### src/design/gpio_port_map.vh
// register offsets, field layout, reset values for the 14-pin parallel port
// assumes 16-bit registers in the low half of a 32-bit wishbone word
// Behaviour
// - output pins drive output value register bits; register resets low
// - input value register is read-only and holds latched pin levels
// - direction from direction register in gpio mode, else peripheral or fixed
// - direction bit 0 is input, 1 is output; all pins reset to input
// - per-pin multiplexer picks the output value register bit or one of three alternate output lines
// - first alternate-select register gives the selection lsb
// - second alternate-select register gives the selection msb
// - open drain: driving 1 enables nothing, driving 0 enables pull-down only; the code drives the pad low through pin_oe_o and leaves pull_down_en_o alone
// - drive mode bit 0 is open drain, 1 push-pull; resets all ones
// - bias type bit 0 selects weak pull-down, 1 weak pull-up
// - bias enable bit 0 disables, 1 enables pull; resets all ones
// - bias type and enable are independent for every pin
// - predefined pulls are applied after reset without software
`ifndef GPIO_PORT_MAP_VH
`define GPIO_PORT_MAP_VH

// ----------------------------------------
// register indices (byte address = 4 * index)
// ----------------------------------------
`define IDX_PIN_OUTPUT_VALUE    16'hf380
`define IDX_PIN_INPUT_VALUE     16'hf381
`define IDX_PIN_DRIVE_MODE      16'hf385
`define IDX_PIN_BIAS_ENABLE     16'hf387
`define IDX_PIN_DIRECTION       16'hf382
`define IDX_ALT_SELECT_LOW_BIT  16'hf383
`define IDX_ALT_SELECT_HIGH_BIT 16'hf384
`define IDX_PIN_BIAS_TYPE       16'hf386

// ----------------------------------------
// field layout and reset values
// ----------------------------------------
`define PIN_MSB                 13
`define RST_PIN_OUTPUT_VALUE    14'h0000
`define RST_PIN_DIRECTION       14'h0000
`define RST_ALT_SELECT          14'h0000
`define RST_PIN_DRIVE_MODE      14'h3fff
`define RST_PIN_BIAS_ENABLE     14'h3fff
`define RST_PIN_BIAS_TYPE       14'h3fff

// ----------------------------------------
// alternate function selection codes
// ----------------------------------------
`define ALT_SEL_GPIO            2'b00

`endif

### src/design/gpio_port.v
// 14-pin parallel port with wishbone register slave and alternate function mux
// assumes a classic wishbone master on the same clock and pads outside
//
// The Wishbone register port was decided locally.
`timescale 1ns/1ps
`default_nettype none
`include "gpio_port_map.vh"
module gpio_port #(
    parameter       PINS         = 14,
    parameter [13:0] ALT_DIR_FIXED = 14'h0000,
    parameter [13:0] ALT_DIR_VALUE = 14'h0000,
    parameter [13:0] BIAS_EN_RST  = `RST_PIN_BIAS_ENABLE,
    parameter [13:0] BIAS_TY_RST  = `RST_PIN_BIAS_TYPE
) (
    input  wire          sys_clk_i,
    input  wire          nrst_i,
    // wishbone classic slave
    input  wire          wb_cyc_i,
    input  wire          wb_stb_i,
    input  wire          wb_we_i,
    input  wire [17:0]   wb_adr_i,
    input  wire [3:0]    wb_sel_i,
    input  wire [31:0]   wb_dat_i,
    output reg  [31:0]   wb_dat_o,
    output reg           wb_ack_o,
    output reg           wb_err_o,
    // pads
    input  wire [13:0]   pin_i,
    output wire [13:0]   pin_o,
    output wire [13:0]   pin_oe_o,
    output wire [13:0]   pull_up_en_o,
    output wire [13:0]   pull_down_en_o,
    // alternate function peripherals, code 01..11
    input  wire [13:0]   alt1_out_i,
    input  wire [13:0]   alt2_out_i,
    input  wire [13:0]   alt3_out_i,
    input  wire [13:0]   alt1_oe_i,
    input  wire [13:0]   alt2_oe_i,
    input  wire [13:0]   alt3_oe_i,
    output wire [13:0]   pin_level_o
);
    // ----------------------------------------
    // register state
    // ----------------------------------------
    reg  [13:0] out_value_ff;
    reg  [13:0] in_value_ff;
    reg  [13:0] direction_ff;
    reg  [13:0] alt_lo_ff;
    reg  [13:0] alt_hi_ff;
    reg  [13:0] drive_mode_ff;
    reg  [13:0] bias_type_ff;
    reg  [13:0] bias_en_ff;
    wire [13:0] pin_sync_w;

    // ----------------------------------------
    // input synchroniser and latch
    // ----------------------------------------
    pin_sync #(
        .WIDTH (PINS)
    ) u_sync (
        .sys_clk_i (sys_clk_i),
        .nrst_i    (nrst_i),
        .async_i   (pin_i),
        .sync_o    (pin_sync_w)
    );

    always @(posedge sys_clk_i) begin
        if (!nrst_i) begin
            in_value_ff <= 14'h0000;
        end else begin
            in_value_ff <= pin_sync_w;
        end
    end
    assign pin_level_o = in_value_ff;

    // ----------------------------------------
    // bus decode
    // ----------------------------------------
    // byte address = 4 * index; index bits are adr[17:2]
    wire [15:0] idx_w  = wb_adr_i[17:2];
    wire        req_w  = wb_cyc_i && wb_stb_i && !wb_ack_o && !wb_err_o;
    wire        hit_out  = (idx_w == `IDX_PIN_OUTPUT_VALUE);
    wire        hit_in   = (idx_w == `IDX_PIN_INPUT_VALUE);
    wire        hit_dir  = (idx_w == `IDX_PIN_DIRECTION);
    wire        hit_alo  = (idx_w == `IDX_ALT_SELECT_LOW_BIT);
    wire        hit_ahi  = (idx_w == `IDX_ALT_SELECT_HIGH_BIT);
    wire        hit_drv  = (idx_w == `IDX_PIN_DRIVE_MODE);
    wire        hit_bty  = (idx_w == `IDX_PIN_BIAS_TYPE);
    wire        hit_ben  = (idx_w == `IDX_PIN_BIAS_ENABLE);
    wire        mapped_w = hit_out | hit_in | hit_dir | hit_alo | hit_ahi | hit_drv | hit_bty | hit_ben;
    wire        wr_w     = req_w && wb_we_i && mapped_w;

    // byte-lane merge; bits 15:14 are dropped here
    function [13:0] merge;
        input [13:0] old;
        input [31:0] wdat;
        input [3:0]  sel;
        begin
            merge[7:0]  = sel[0] ? wdat[7:0]  : old[7:0];
            merge[13:8] = sel[1] ? wdat[13:8] : old[13:8];
        end
    endfunction

    // fixed per-pin direction overrides the peripheral's own enable
    function alt_dir;
        input fixed;
        input value;
        input periph;
        begin
            alt_dir = fixed ? value : periph;
        end
    endfunction

    // ----------------------------------------
    // register writes
    // ----------------------------------------
    always @(posedge sys_clk_i) begin
        if (!nrst_i) begin
            out_value_ff  <= `RST_PIN_OUTPUT_VALUE;
            direction_ff  <= `RST_PIN_DIRECTION;
            alt_lo_ff     <= `RST_ALT_SELECT;
            alt_hi_ff     <= `RST_ALT_SELECT;
            drive_mode_ff <= `RST_PIN_DRIVE_MODE;
            bias_type_ff  <= BIAS_TY_RST;
            bias_en_ff    <= BIAS_EN_RST;
        end else if (wr_w) begin
            if (hit_out) out_value_ff  <= merge(out_value_ff, wb_dat_i, wb_sel_i);
            if (hit_dir) direction_ff  <= merge(direction_ff, wb_dat_i, wb_sel_i);
            if (hit_alo) alt_lo_ff     <= merge(alt_lo_ff, wb_dat_i, wb_sel_i);
            if (hit_ahi) alt_hi_ff     <= merge(alt_hi_ff, wb_dat_i, wb_sel_i);
            if (hit_drv) drive_mode_ff <= merge(drive_mode_ff, wb_dat_i, wb_sel_i);
            if (hit_bty) bias_type_ff  <= merge(bias_type_ff, wb_dat_i, wb_sel_i);
            if (hit_ben) bias_en_ff    <= merge(bias_en_ff, wb_dat_i, wb_sel_i);
        end
    end

    // ----------------------------------------
    // read mux and answer
    // ----------------------------------------
    reg [13:0] rd_w;
    always @* begin
        rd_w = 14'h0000;
        case (1'b1)
            hit_out: rd_w = out_value_ff;
            hit_in:  rd_w = in_value_ff;
            hit_dir: rd_w = direction_ff;
            hit_alo: rd_w = alt_lo_ff;
            hit_ahi: rd_w = alt_hi_ff;
            hit_drv: rd_w = drive_mode_ff;
            hit_bty: rd_w = bias_type_ff;
            hit_ben: rd_w = bias_en_ff;
            default: rd_w = 14'h0000;
        endcase
    end

    always @(posedge sys_clk_i) begin
        if (!nrst_i) begin
            wb_ack_o <= 1'b0;
            wb_err_o <= 1'b0;
            wb_dat_o <= 32'h0000_0000;
        end else begin
            wb_ack_o <= req_w && mapped_w;
            wb_err_o <= req_w && !mapped_w;
            // upper bits including reserved 15:14 read zero
            wb_dat_o <= (req_w && mapped_w && !wb_we_i) ? {18'h0_0000, rd_w} : 32'h0000_0000;
        end
    end

    // ----------------------------------------
    // pin output path
    // ----------------------------------------
    reg [13:0] lvl_w;
    reg [13:0] dir_w;
    integer    k;
    always @* begin
        lvl_w = 14'h0000;
        dir_w = 14'h0000;
        for (k = 0; k < 14; k = k + 1) begin
            case ({alt_hi_ff[k], alt_lo_ff[k]})
                2'b01: begin
                    lvl_w[k] = alt1_out_i[k];
                    dir_w[k] = alt_dir(ALT_DIR_FIXED[k], ALT_DIR_VALUE[k], alt1_oe_i[k]);
                end
                2'b10: begin
                    lvl_w[k] = alt2_out_i[k];
                    dir_w[k] = alt_dir(ALT_DIR_FIXED[k], ALT_DIR_VALUE[k], alt2_oe_i[k]);
                end
                2'b11: begin
                    lvl_w[k] = alt3_out_i[k];
                    dir_w[k] = alt_dir(ALT_DIR_FIXED[k], ALT_DIR_VALUE[k], alt3_oe_i[k]);
                end
                default: begin
                    lvl_w[k] = out_value_ff[k];
                    dir_w[k] = direction_ff[k];
                end
            endcase
        end
    end

    // open drain only ever drives low; a 1 releases the pad
    assign pin_o    = lvl_w & drive_mode_ff;
    assign pin_oe_o = dir_w & (drive_mode_ff | ~lvl_w);

    assign pull_up_en_o   = bias_en_ff & bias_type_ff;
    assign pull_down_en_o = bias_en_ff & ~bias_type_ff;
endmodule
`default_nettype wire

### src/design/pin_sync.v
// two-flop synchroniser bank for the port's input pins
// assumes pins are asynchronous to sys_clk_i
`timescale 1ns/1ps
`default_nettype none
module pin_sync #(
    parameter WIDTH = 14
) (
    input  wire             sys_clk_i,
    input  wire             nrst_i,
    input  wire [WIDTH-1:0] async_i,
    output wire [WIDTH-1:0] sync_o
);
    reg [WIDTH-1:0] meta_ff;
    reg [WIDTH-1:0] stable_ff;

    // first stage is read only by the second stage
    always @(posedge sys_clk_i) begin
        if (!nrst_i) begin
            meta_ff   <= {WIDTH{1'b0}};
            stable_ff <= {WIDTH{1'b0}};
        end else begin
            meta_ff   <= async_i;
            stable_ff <= meta_ff;
        end
    end

    assign sync_o = stable_ff;
endmodule
`default_nettype wire

### config.mk
export PLATFORM = sky130hd
export DESIGN_NAME = gpio_port
export DESIGN_NICKNAME = d
export VERILOG_FILES = /design/src/design/gpio_port.v /design/src/design/pin_sync.v
export VERILOG_INCLUDE_DIRS = /design/src /design/src/design
export SDC_FILE = /design/constraint.sdc
export NUM_CORES = 1
export LEC_CHECK = 0
export BUFFER_PORTS_ARGS = -buffer_cell sky130_fd_sc_hd__buf_2
export CELL_PAD_IN_SITES_DETAIL_PLACEMENT = 1
export CELL_PAD_IN_SITES_GLOBAL_PLACEMENT = 1
export CORE_ASPECT_RATIO = 1.4
export CORE_UTILIZATION = 39
export CTS_BUF_LIST = sky130_fd_sc_hd__clkbuf_8
export DETAILED_ROUTE_END_ITERATION = 10
export PLACE_DENSITY_LB_ADDON = 0.1
export SYNTH_ARGS = -nofsm -noshare
export SYNTH_HDL_FRONTEND = slang
export SYNTH_SLANG_ARGS = --single-unit
### constraint.sdc
create_clock -name sys_clk_i -period 1.9 [get_ports sys_clk_i]
set_clock_uncertainty 0.05 [all_clocks]
set_input_delay 0.285 -clock sys_clk_i [delete_from_list [all_inputs] [get_ports sys_clk_i]]
set_output_delay 0.285 -clock sys_clk_i [all_outputs]
set_load 0.05 [all_outputs]
* Word level (Yosys, flattened, before mapping)
Cells that the tools add are included.
** Word-level totals
- Flip-flop bits (word level) :: 174
- Bits in latches :: 0
- Memory bits (writable) :: 0
- ROM bits :: 0
- Input bits :: 157
- Output and inout port bits :: 104
- Logic and storage cells :: 148
- Memories kept :: 0
** Cells by class
- Add/sub/neg operators :: 0
- $mul :: 0
- Divide/modulo/power cells :: 0
- Order comparisons :: 0
- Eq/ne operators :: 50
- Shift operators :: 0
- Mux-type cells :: 36
- Bitwise operators :: 14
- Reductions and logical operators :: 27
** Operators by type and width (count)
- $eq 16x16->1 const B :: 8
- $mux 14 :: 8
- $pmux 1 s3 :: 28
- $and 14x14->14 :: 4
- $eq 2x2->1 const B :: 28
- $reduce_and 3->1 :: 14
- $eq 2x1->1 const B :: 14
- $not 14->14 :: 2
- $or 14x14->14 :: 1
- $logic_and 1x1->1 :: 8
- $or 1x1->1 :: 7
- $logic_not 1->1 :: 4
- $reduce_and 2->1 :: 1

* Depth between registers and ports, before layout
Gate-level depths: netlist of the first run.
- Depth in word-level cells :: 11
- Depth in mapped cells :: 7
- Depth with buffers taken out :: 4

* Modules after synthesis
A second synthesis of the first run with hierarchy kept.
** Unflattened totals
- Cells, all modules :: 720
- Area total of the unflattened synthesis :: 7392.1 um2
** By module, submodules not included
- gpio_port :: instances 1, cells each 662, area each 6606.3 um2, seq. area each 2562.5 um2
- pin_sync :: instances 1, cells each 58, area each 785.8 um2, seq. area each 560.5 um2

* Least setup slack after synthesis of the first run
OpenSTA, ideal clock, no wires.
- Path kind :: reg-to-output
- From :: reg alt_hi_ff[0]
- To :: out pin_oe_o[0]
- Arrival time :: 2055 ps
- Data required time :: 1565 ps
- Path slack :: -490 ps
- Cell stages (with the launch flop) :: 3
- Cell sequence :: dfxtp_1 mux4_2 a21boi_0
** Between the ends
- Word-level cells in the longest chain between the ends :: 5
- Elaborated cells on any way between the ends :: 8
** Ends and longest elaborated chain
- start, declared :: line gpio_port.v:49 : reg [13:0] alt_hi_ff;
- start signal, assigned :: line gpio_port.v:122 : alt_hi_ff <= `RST_ALT_SELECT;
- start signal, assigned :: line gpio_port.v:130 : if (hit_ahi) alt_hi_ff <= merge(alt_hi_ff, wb_dat_i, wb_sel_i);
- $eq 2x2->1 / $eq 2x1->1 (equally long branches)
- $pmux 1 s3 :: line gpio_port.v:179 : case ({alt_hi_ff[k], alt_lo_ff[k]})
- $not 14->14 :: line gpio_port.v:202 : assign pin_oe_o = dir_w & (drive_mode_ff | ~lvl_w);
- $or 14x14->14 :: line gpio_port.v:202
- $and 14x14->14 * :: line gpio_port.v:202
- end, declared :: line gpio_port.v:30 : output wire [13:0] pin_oe_o,
Mark *: on every way between the ends. The rest lies on a longest branch, timed or not.

* Worst setup path after layout of the first run
- From :: reg alt_hi_ff[4]
- To :: out pin_oe_o[4]
The elaborated chain is that of the path after synthesis.

==> flow_summary.json, run 1 <==
{
  "status": "finished with violations",
  "violations": "setup timing",
  "die_y_um": 169,
  "port_buffers": 220,
  "synth_edf_count": 0,
  "finalSetupTns_ns": -3.77,
  "grt_use_total_pct": 24.4,
  "holdWs_ns": 0.0708,
  "cp_max_fo": 3,
  "dr.pass1.iters": 4,
  "crit_family": "multiplexers",
  "grt_setup_unrepaired": "true",
  "cts_tree": "done",
  "stdcell_count": 1306,
  "power.static_leakage_nw": 4.72,
  "gp_congestion": 0.781,
  "grt-ovfl-total": 0,
  "grt_pass1_vias": 6857,
  "yosys_warnings": 0,
  "avgViaCountPerCell": 5.22,
  "grt_util_met2_pct": 40.7,
  "drc": 0,
  "pre_cts_ws_ns": 0.00168,
  "nFillCells": 2232,
  "rows": 60,
  "r2r_slack_ns": 0.14,
  "drv_cap": 0,
  "powerDensity_nw_per_um2": 656,
  "syn_avg_cell_area_um2": 9.71,
  "period_needed_ns": 2.09,
  "clk_pin_slew_worst_paths_ns": 0.10,
  "start_util_pct": 40.0,
  "cp.buffers_inverters": 1,
  "grt.busiest_layer": "met2",
  "grt_pass1_wl_um": 37800,
  "vias": 6819,
  "post-route-period-util_pct": 110,
  "antenna_found_initial": 2,
  "clockRootBuffer": "clkbuf_8",
  "die-area_um2": 20400,
  "finalCoreUtilization_pct": 52.8,
  "clockBufferDepth": 2,
  "die_x_um": 121,
  "setup_viol": 28,
  "ys_seq_elements": 156,
  "yosys-top-cells-area": "dfxtp_1 40%, mux2i_1 13%, mux4_2 8.1%",
  "fin_ws_ns": -0.194,
  "grt_max_degree": 113,
  "clkSinkCount": 156,
  "critPathSlowestCell": "mux4_2",
  "syn-cell-area_um2": 7740,
  "htree_levels": 4,
  "hold_violations": 0,
  "hold_class": "in -> reg",
  "synth_cell_types": 46,
  "drive_gt1_share_pct": 38.0,
  "post-dp-hpwl_um": 18300,
  "path_class": "reg -> out",
  "wl_per_cell_um": 18.8,
  "synth_top_cell_by_area": "dfxtp_1",
  "cp-end-kind": "output pin",
  "critPathLaunchType": "flop",
  "synth_top_area_share_pct": 40.3,
  "crit_required_ns": 1.56,
  "regArea_um2": 3180,
  "core_um2": 19400,
  "drt_iter0_markers": 319,
  "area_growth_syn_to_layout_pct": 32.1,
  "clock_latency_ns": 0.47,
  "slew_violations": 0,
  "async_flop_share_pct": 0,
  "syn_inst": 797,
  "numCtsBuffers": 17,
  "ant_nets": 0,
  "irDropWorstVdd_v": 0.000659,
  "dp_cells": 1252,
  "multiInputGateArea_um2": 4330,
  "cp_cell_sequence": "mux4_2, a21boi_2, buf_6",
  "fmax_mhz": 478,
  "synth.yosys.seq_area_share_pct": 40.3,
  "ioPinCount": 261,
  "grt_use_met1_pct": 31.6,
  "nNetsFinal": 1201,
  "drt_wl_total_um": 24500,
  "max_stage_delay_ns": 0.52,
  "ys.flop_type": "dfxtp_1",
  "arrival_ns": 1.76,
  "use_met3_pct": 5.02
}
[per-layer routing]
| metal | vias up | routed length, µm | share of wire [%] |
|---|---|---|---|
| met1 | 3323 | 10800 | 44 |
| met5 | - | 8 | 0.033 |
| met2 | 198 | 12100 | 49 |
| met3 | 32 | 1140 | 4.7 |
| met4 | 2 | 447 | 1.8 |
| li1 | 3264 | - | - |
[cell type report]
| type | count | share of cell area (%) |
|---|---|---|
| Clock inverter | 15 | 1.96 |
| Clock buffer | 17 | 2.29 |
| Timing Repair Buffer | 279 | 18.6 |
| Sequential cell | 156 | 31.1 |
| Multi-Input combinational cell | 572 | 42.4 |
| Inverter | 18 | 0.661 |
| Antenna cell | 1 | 0.0245 |
| Tap cell | 248 | 3.03 |
[path summary, 6_finish.rpt]
path                      from               end  cells after the start
min reg2reg  u_sync.meta_ff[0]  u_sync.sync_o[0]                      1
max reg2reg           wb_err_o      alt_hi_ff[2]                      6
max               alt_hi_ff[4]       pin_oe_o[4]                      3
min                wb_dat_i[2]     bias_en_ff[2]                      3
[kinds of logic (layout without fill, tap and decap cells)]
kind of cell	Yosys count	in the layout	share of synthesized area [%]
multiplexers	140	140	22.9
AND/OR/NAND/NOR	264	264	18.9
other	1	19	0.0484
flip-flops	156	156	40.3
buffers and inverters	86	329	5.72
AO/OA/AOI/OAI	150	150	12.1
[sequential cells by signal, indices dropped and copies added, names as in the netlist]
signal and cells:
alt_hi_ff 14, alt_lo_ff 14, bias_en_ff 14, bias_type_ff 14
direction_ff 14, drive_mode_ff 14, out_value_ff 14, pin_level_o 14
u_sync.meta_ff 14, u_sync.sync_o 14, wb_dat_o 14, wb_ack_o 1
wb_err_o 1
[tightest hold or removal path, cell delays in order]
cell,delay [ns]
buf_2,0.11
nor2_1,0.06
mux2i_1,0.11
[stage by stage]
| stage | total power, W | instance area (µm²) |
|---|---|---|
| 2_1_floorplan | 0.00381 | 7860 |
| 3_3_place_gp | 0.00405 | 9290 |
| 3_5_place_dp | 0.00406 | 9290 |
| 4_1_cts | 0.00678 | 10200 |
| 5_1_grt | 0.00698 | 10200 |
| 6_report | 0.00671 | 10200 |
[cells in the mapped netlist, types with 15 or more instances]
cell and n:
nand2b_1 15, dfxtp_1 156, nand2_1 77, mux2_2 15, inv_1 17, a21oi_1 25
clkbuf_1 33, buf_4 21, nor2_1 54, and2_1 70, nor2b_1 15, mux4_2 28
mux2i_1 97, o21ai_0 64
[layout by cell type, fill, tap and decap left out, types with 19 or more instances in the layout]
master   instances
dfxtp_1        142
o21ai_0         64
and2_1          56
buf_4           37
nand2_1         77
buf_6           19
buf_2          191
mux4_2          28
nor2_1          54
a21oi_1         25
mux2i_1         97
[report_power, final]
group	internal, W	leakage, nW	switching [W]
Combinational	0.000268	3.23	0.000430
Clock	0.00125	0.217	0.00147
Sequential	0.00328	1.28	0.0000102
Total	0.00480	4.72	0.00191
[what timing repair did]
action / in CTS / in global routing
pin swaps: 25 / 2
cloned: 0 / 0
hold endpoints to repair: 14 / 0
buffers inserted: 6 / 1
setup endpoints to repair: 28 / 37
hold buffers: 14 / 0
resized for setup: 104 / 5
(Power assumes the default switching activity.)
==> run 2: changes to the inputs <==
--- a/config.mk
+++ b/config.mk
@@ -6,11 +6,12 @@
 export SDC_FILE = /design/constraint.sdc
 export NUM_CORES = 1
 export LEC_CHECK = 0
+export ABC_AREA = 1
 export BUFFER_PORTS_ARGS = -buffer_cell sky130_fd_sc_hd__buf_2
 export CELL_PAD_IN_SITES_DETAIL_PLACEMENT = 1
 export CELL_PAD_IN_SITES_GLOBAL_PLACEMENT = 1
 export CORE_ASPECT_RATIO = 1.4
-export CORE_UTILIZATION = 39
+export CORE_UTILIZATION = 36
 export CTS_BUF_LIST = sky130_fd_sc_hd__clkbuf_8
 export DETAILED_ROUTE_END_ITERATION = 10
 export PLACE_DENSITY_LB_ADDON = 0.1
==> run 2 against run 1 <==
Against the previous run:
- the run now ends clean
- largest power group unchanged
- worst hold slack got worse by 0.037 ns
- register-to-register slack worse by 0.07 ns
- critical path depth increased by 4
- sequential cell count did not move
- critical endpoint is now pin_oe_o[2]
==> flow_summary.json, run 2 <==
{
  "holdWs_ns": 0.0338,
  "crit_family": "flip-flops",
  "ys_seq_elements": 156,
  "slew_violations": 0,
  "start_util_pct": 37.0,
  "yosys-top-cells-area": "dfxtp_1 40%, nand2_1 17%, nand3_1 9.9%",
  "clkSinkCount": 156,
  "max_stage_delay_ns": 0.39,
  "r2r_cells": 7,
  "synth.yosys.seq_area_share_pct": 39.5,
  "area_growth_syn_to_layout_pct": 43.0,
  "clock_latency_ns": 0.47,
  "cp_max_fo": 4,
  "status": "complete, no violations",
  "tightest_slew_ns": 0.513,
  "dp_cells": 1774,
  "synth_common_cells": "355 x nand2_1, 202 x inv_1, 157 x nand3_1",
  "drt_wl_total_um": 31100,
  "power.static_leakage_nw": 6.37,
  "clk_pin_slew_worst_paths_ns": 0.11,
  "nNetsFinal": 1697,
  "ys.flop_type": "dfxtp_1",
  "final_common_cell": "nand2_1",
  "pre_cts_ws_ns": -0.271,
  "synth_top_cell_by_area": "dfxtp_1",
  "fmax_mhz": 526,
  "layout_common_cells": "347 x nand2_1, 194 x buf_2, 170 x inv_1",
  "worstHoldStart": "wb_dat_i[11]",
  "critPathLaunchType": "flop",
  "rr_endpoint": "out_value_ff[13]",
  "grt-ovfl-total": 0,
  "synth_edf_count": 0,
  "cp.buffers_inverters": 3,
  "cp-end-kind": "output pin",
  "grt_use_total_pct": 27.5,
  "grt_max_degree": 109,
  "irDropWorstVdd_v": 0.000471,
  "post-dp-hpwl_um": 23100,
  "numCtsBuffers": 17,
  "core_um2": 21400,
  "crit_required_ns": 1.56,
  "drive_gt1_share_pct": 33.9,
  "crit_path_frequent_cell": "o21ai_2",
  "grt_pass1_vias": 9169,
  "avgViaCountPerCell": 4.99,
  "yosys_warnings": 0,
  "hold_class": "in -> reg",
  "vias": 9206,
  "yosysMostFrequentCell": "nand2_1",
  "die-area_um2": 22600,
  "ioPinCount": 261,
  "placed_cell_area_um2": 9790,
  "antenna_found_initial": 1,
  "r2r_slack_ns": 0.07,
  "clockRootBuffer": "clkbuf_8",
  "htree_levels": 4,
  "diodes": 0,
  "r2r_start": "wb_ack_o",
  "syn_avg_cell_area_um2": 6.48,
  "critPathSlowestCell": "dfxtp_4",
  "period_needed_ns": 1.90,
  "synth_cell_types": 30,
  "hold_depth": 3,
  "drc": 0,
  "stdcell_count": 1845,
  "min_to": "drive_mode_ff[11]",
  "ant_nets": 0,
  "gp_congestion": 0.876,
  "rows": 63,
  "timing.slew.headroom_pct": 65.8,
  "grt_pass1_wl_um": 47400,
  "cp_cell_sequence": "inv_4, o21ai_2, nand3_2, o21ai_2, o221ai_2, inv_1, buf_6",
  "die_x_um": 127,
  "syn-cell-area_um2": 7900,
  "clockBufferDepth": 2,
  "post-route-period-util_pct": 100,
  "fin_ws_ns": 0.000494,
  "fin_area_um2": 11300,
  "syn_inst": 1220,
  "port_buffers": 220,
  "async_flop_share_pct": 0,
  "drv_cap": 0,
  "wl_per_cell_um": 16.8,
  "hold_violations": 0,
  "drt_iter0_markers": 402,
  "dr.pass1.iters": 5,
  "path_class": "reg -> out",
  "powerDensity_nw_per_um2": 567,
  "cts_tree": "done",
  "die_y_um": 177,
  "synth_top_area_share_pct": 39.5,
  "arrival_ns": 1.56,
  "setup_viol": 0,
  "grt_setup_unrepaired": "true"
}
run 2: routing by layer:
layer  global-route usage (%)  wire length [µm]  part of all wire [%]  up-vias
met5                        0                13                 0.042        -
met4                     12.9              1140                   3.7        2
met3                     4.31              1470                   4.7       63
met2                     47.6             15300                    49      288
met1                     33.2             13200                    42     4358
li1                         -                 -                     -     4495
run 2: stage by stage:
stage	TNS (ns)	power, W	utilization, %
final	0	0.00641	52.9
after global routing	-0.961	0.00662	52.9
after CTS	-0.362	0.00645	50.6
after detailed placement	-18.99	0.00386	45.8
after global placement	-17.03	0.00385	45.8
after floorplan	0	0.00364	-
run 2: repair_timing:
item                                   in CTS  in global routing
pin swaps                                  16                 30
endpoints found under the hold margin      14                  0
setup endpoints to repair                  34                 69
hold buffers                               14                  0
setup buffers                              19                  6
gates resized for setup                   165                129
run 2: layout make-up:
class,instances,area (µm²)
tap,292,365
inverter,205,830
sequential,156,3210
fill,2824,10100
clock buffer,17,234
timing repair buffer,343,2270
clock inverter,15,195
multi-input combinational,817,4200
run 2: worst max-delay path by stage:
stage	start	to	slack [ns]	cells after the start
2_1_floorplan	wb_adr_i[13]	alt_lo_ff[10]	0.05	11
4_1_cts	alt_lo_ff[1]	pin_oe_o[1]	-0.1	7
3_3_place_gp	wb_adr_i[13]	alt_hi_ff[3]	-0.24	15
5_1_grt	alt_lo_ff[1]	pin_oe_o[1]	-0.1	6
6_report	alt_lo_ff[2]	pin_oe_o[2]	0.0005	7
3_5_place_dp	wb_adr_i[13]	wb_dat_o[5]	-0.27	13
run 2: logic make-up (layout without fill, tap and decap cells):
logic type | after synthesis | count (layout) | share of synthesized area (%)
and+or+nand+nor | 595 | 595 | 32.4
buffers and inverters | 264 | 580 | 13.8
AOI/OAI and AO/OA | 204 | 204 | 14.2
DFF | 156 | 156 | 39.5
other | 1 | 18 | 0.0475
run 2: where the power goes:
part | leakage (nW) | total, W | switching, W | internal [W]
Combinational | 4.87 | 0.000502 | 0.000335 | 0.000168
Clock | 0.209 | 0.00262 | 0.00160 | 0.00102
Sequential | 1.29 | 0.00329 | 0.0000122 | 0.00328
run 2: worst reg2reg max path: stages (launching register included):
cell and delay [ns]:
dfxtp_2 0.35, nor2_4 0.11, and3_4 0.22, and2_1 0.17
buf_6 0.15, nand4_1 0.25, inv_1 0.32, a21oi_1 0.10
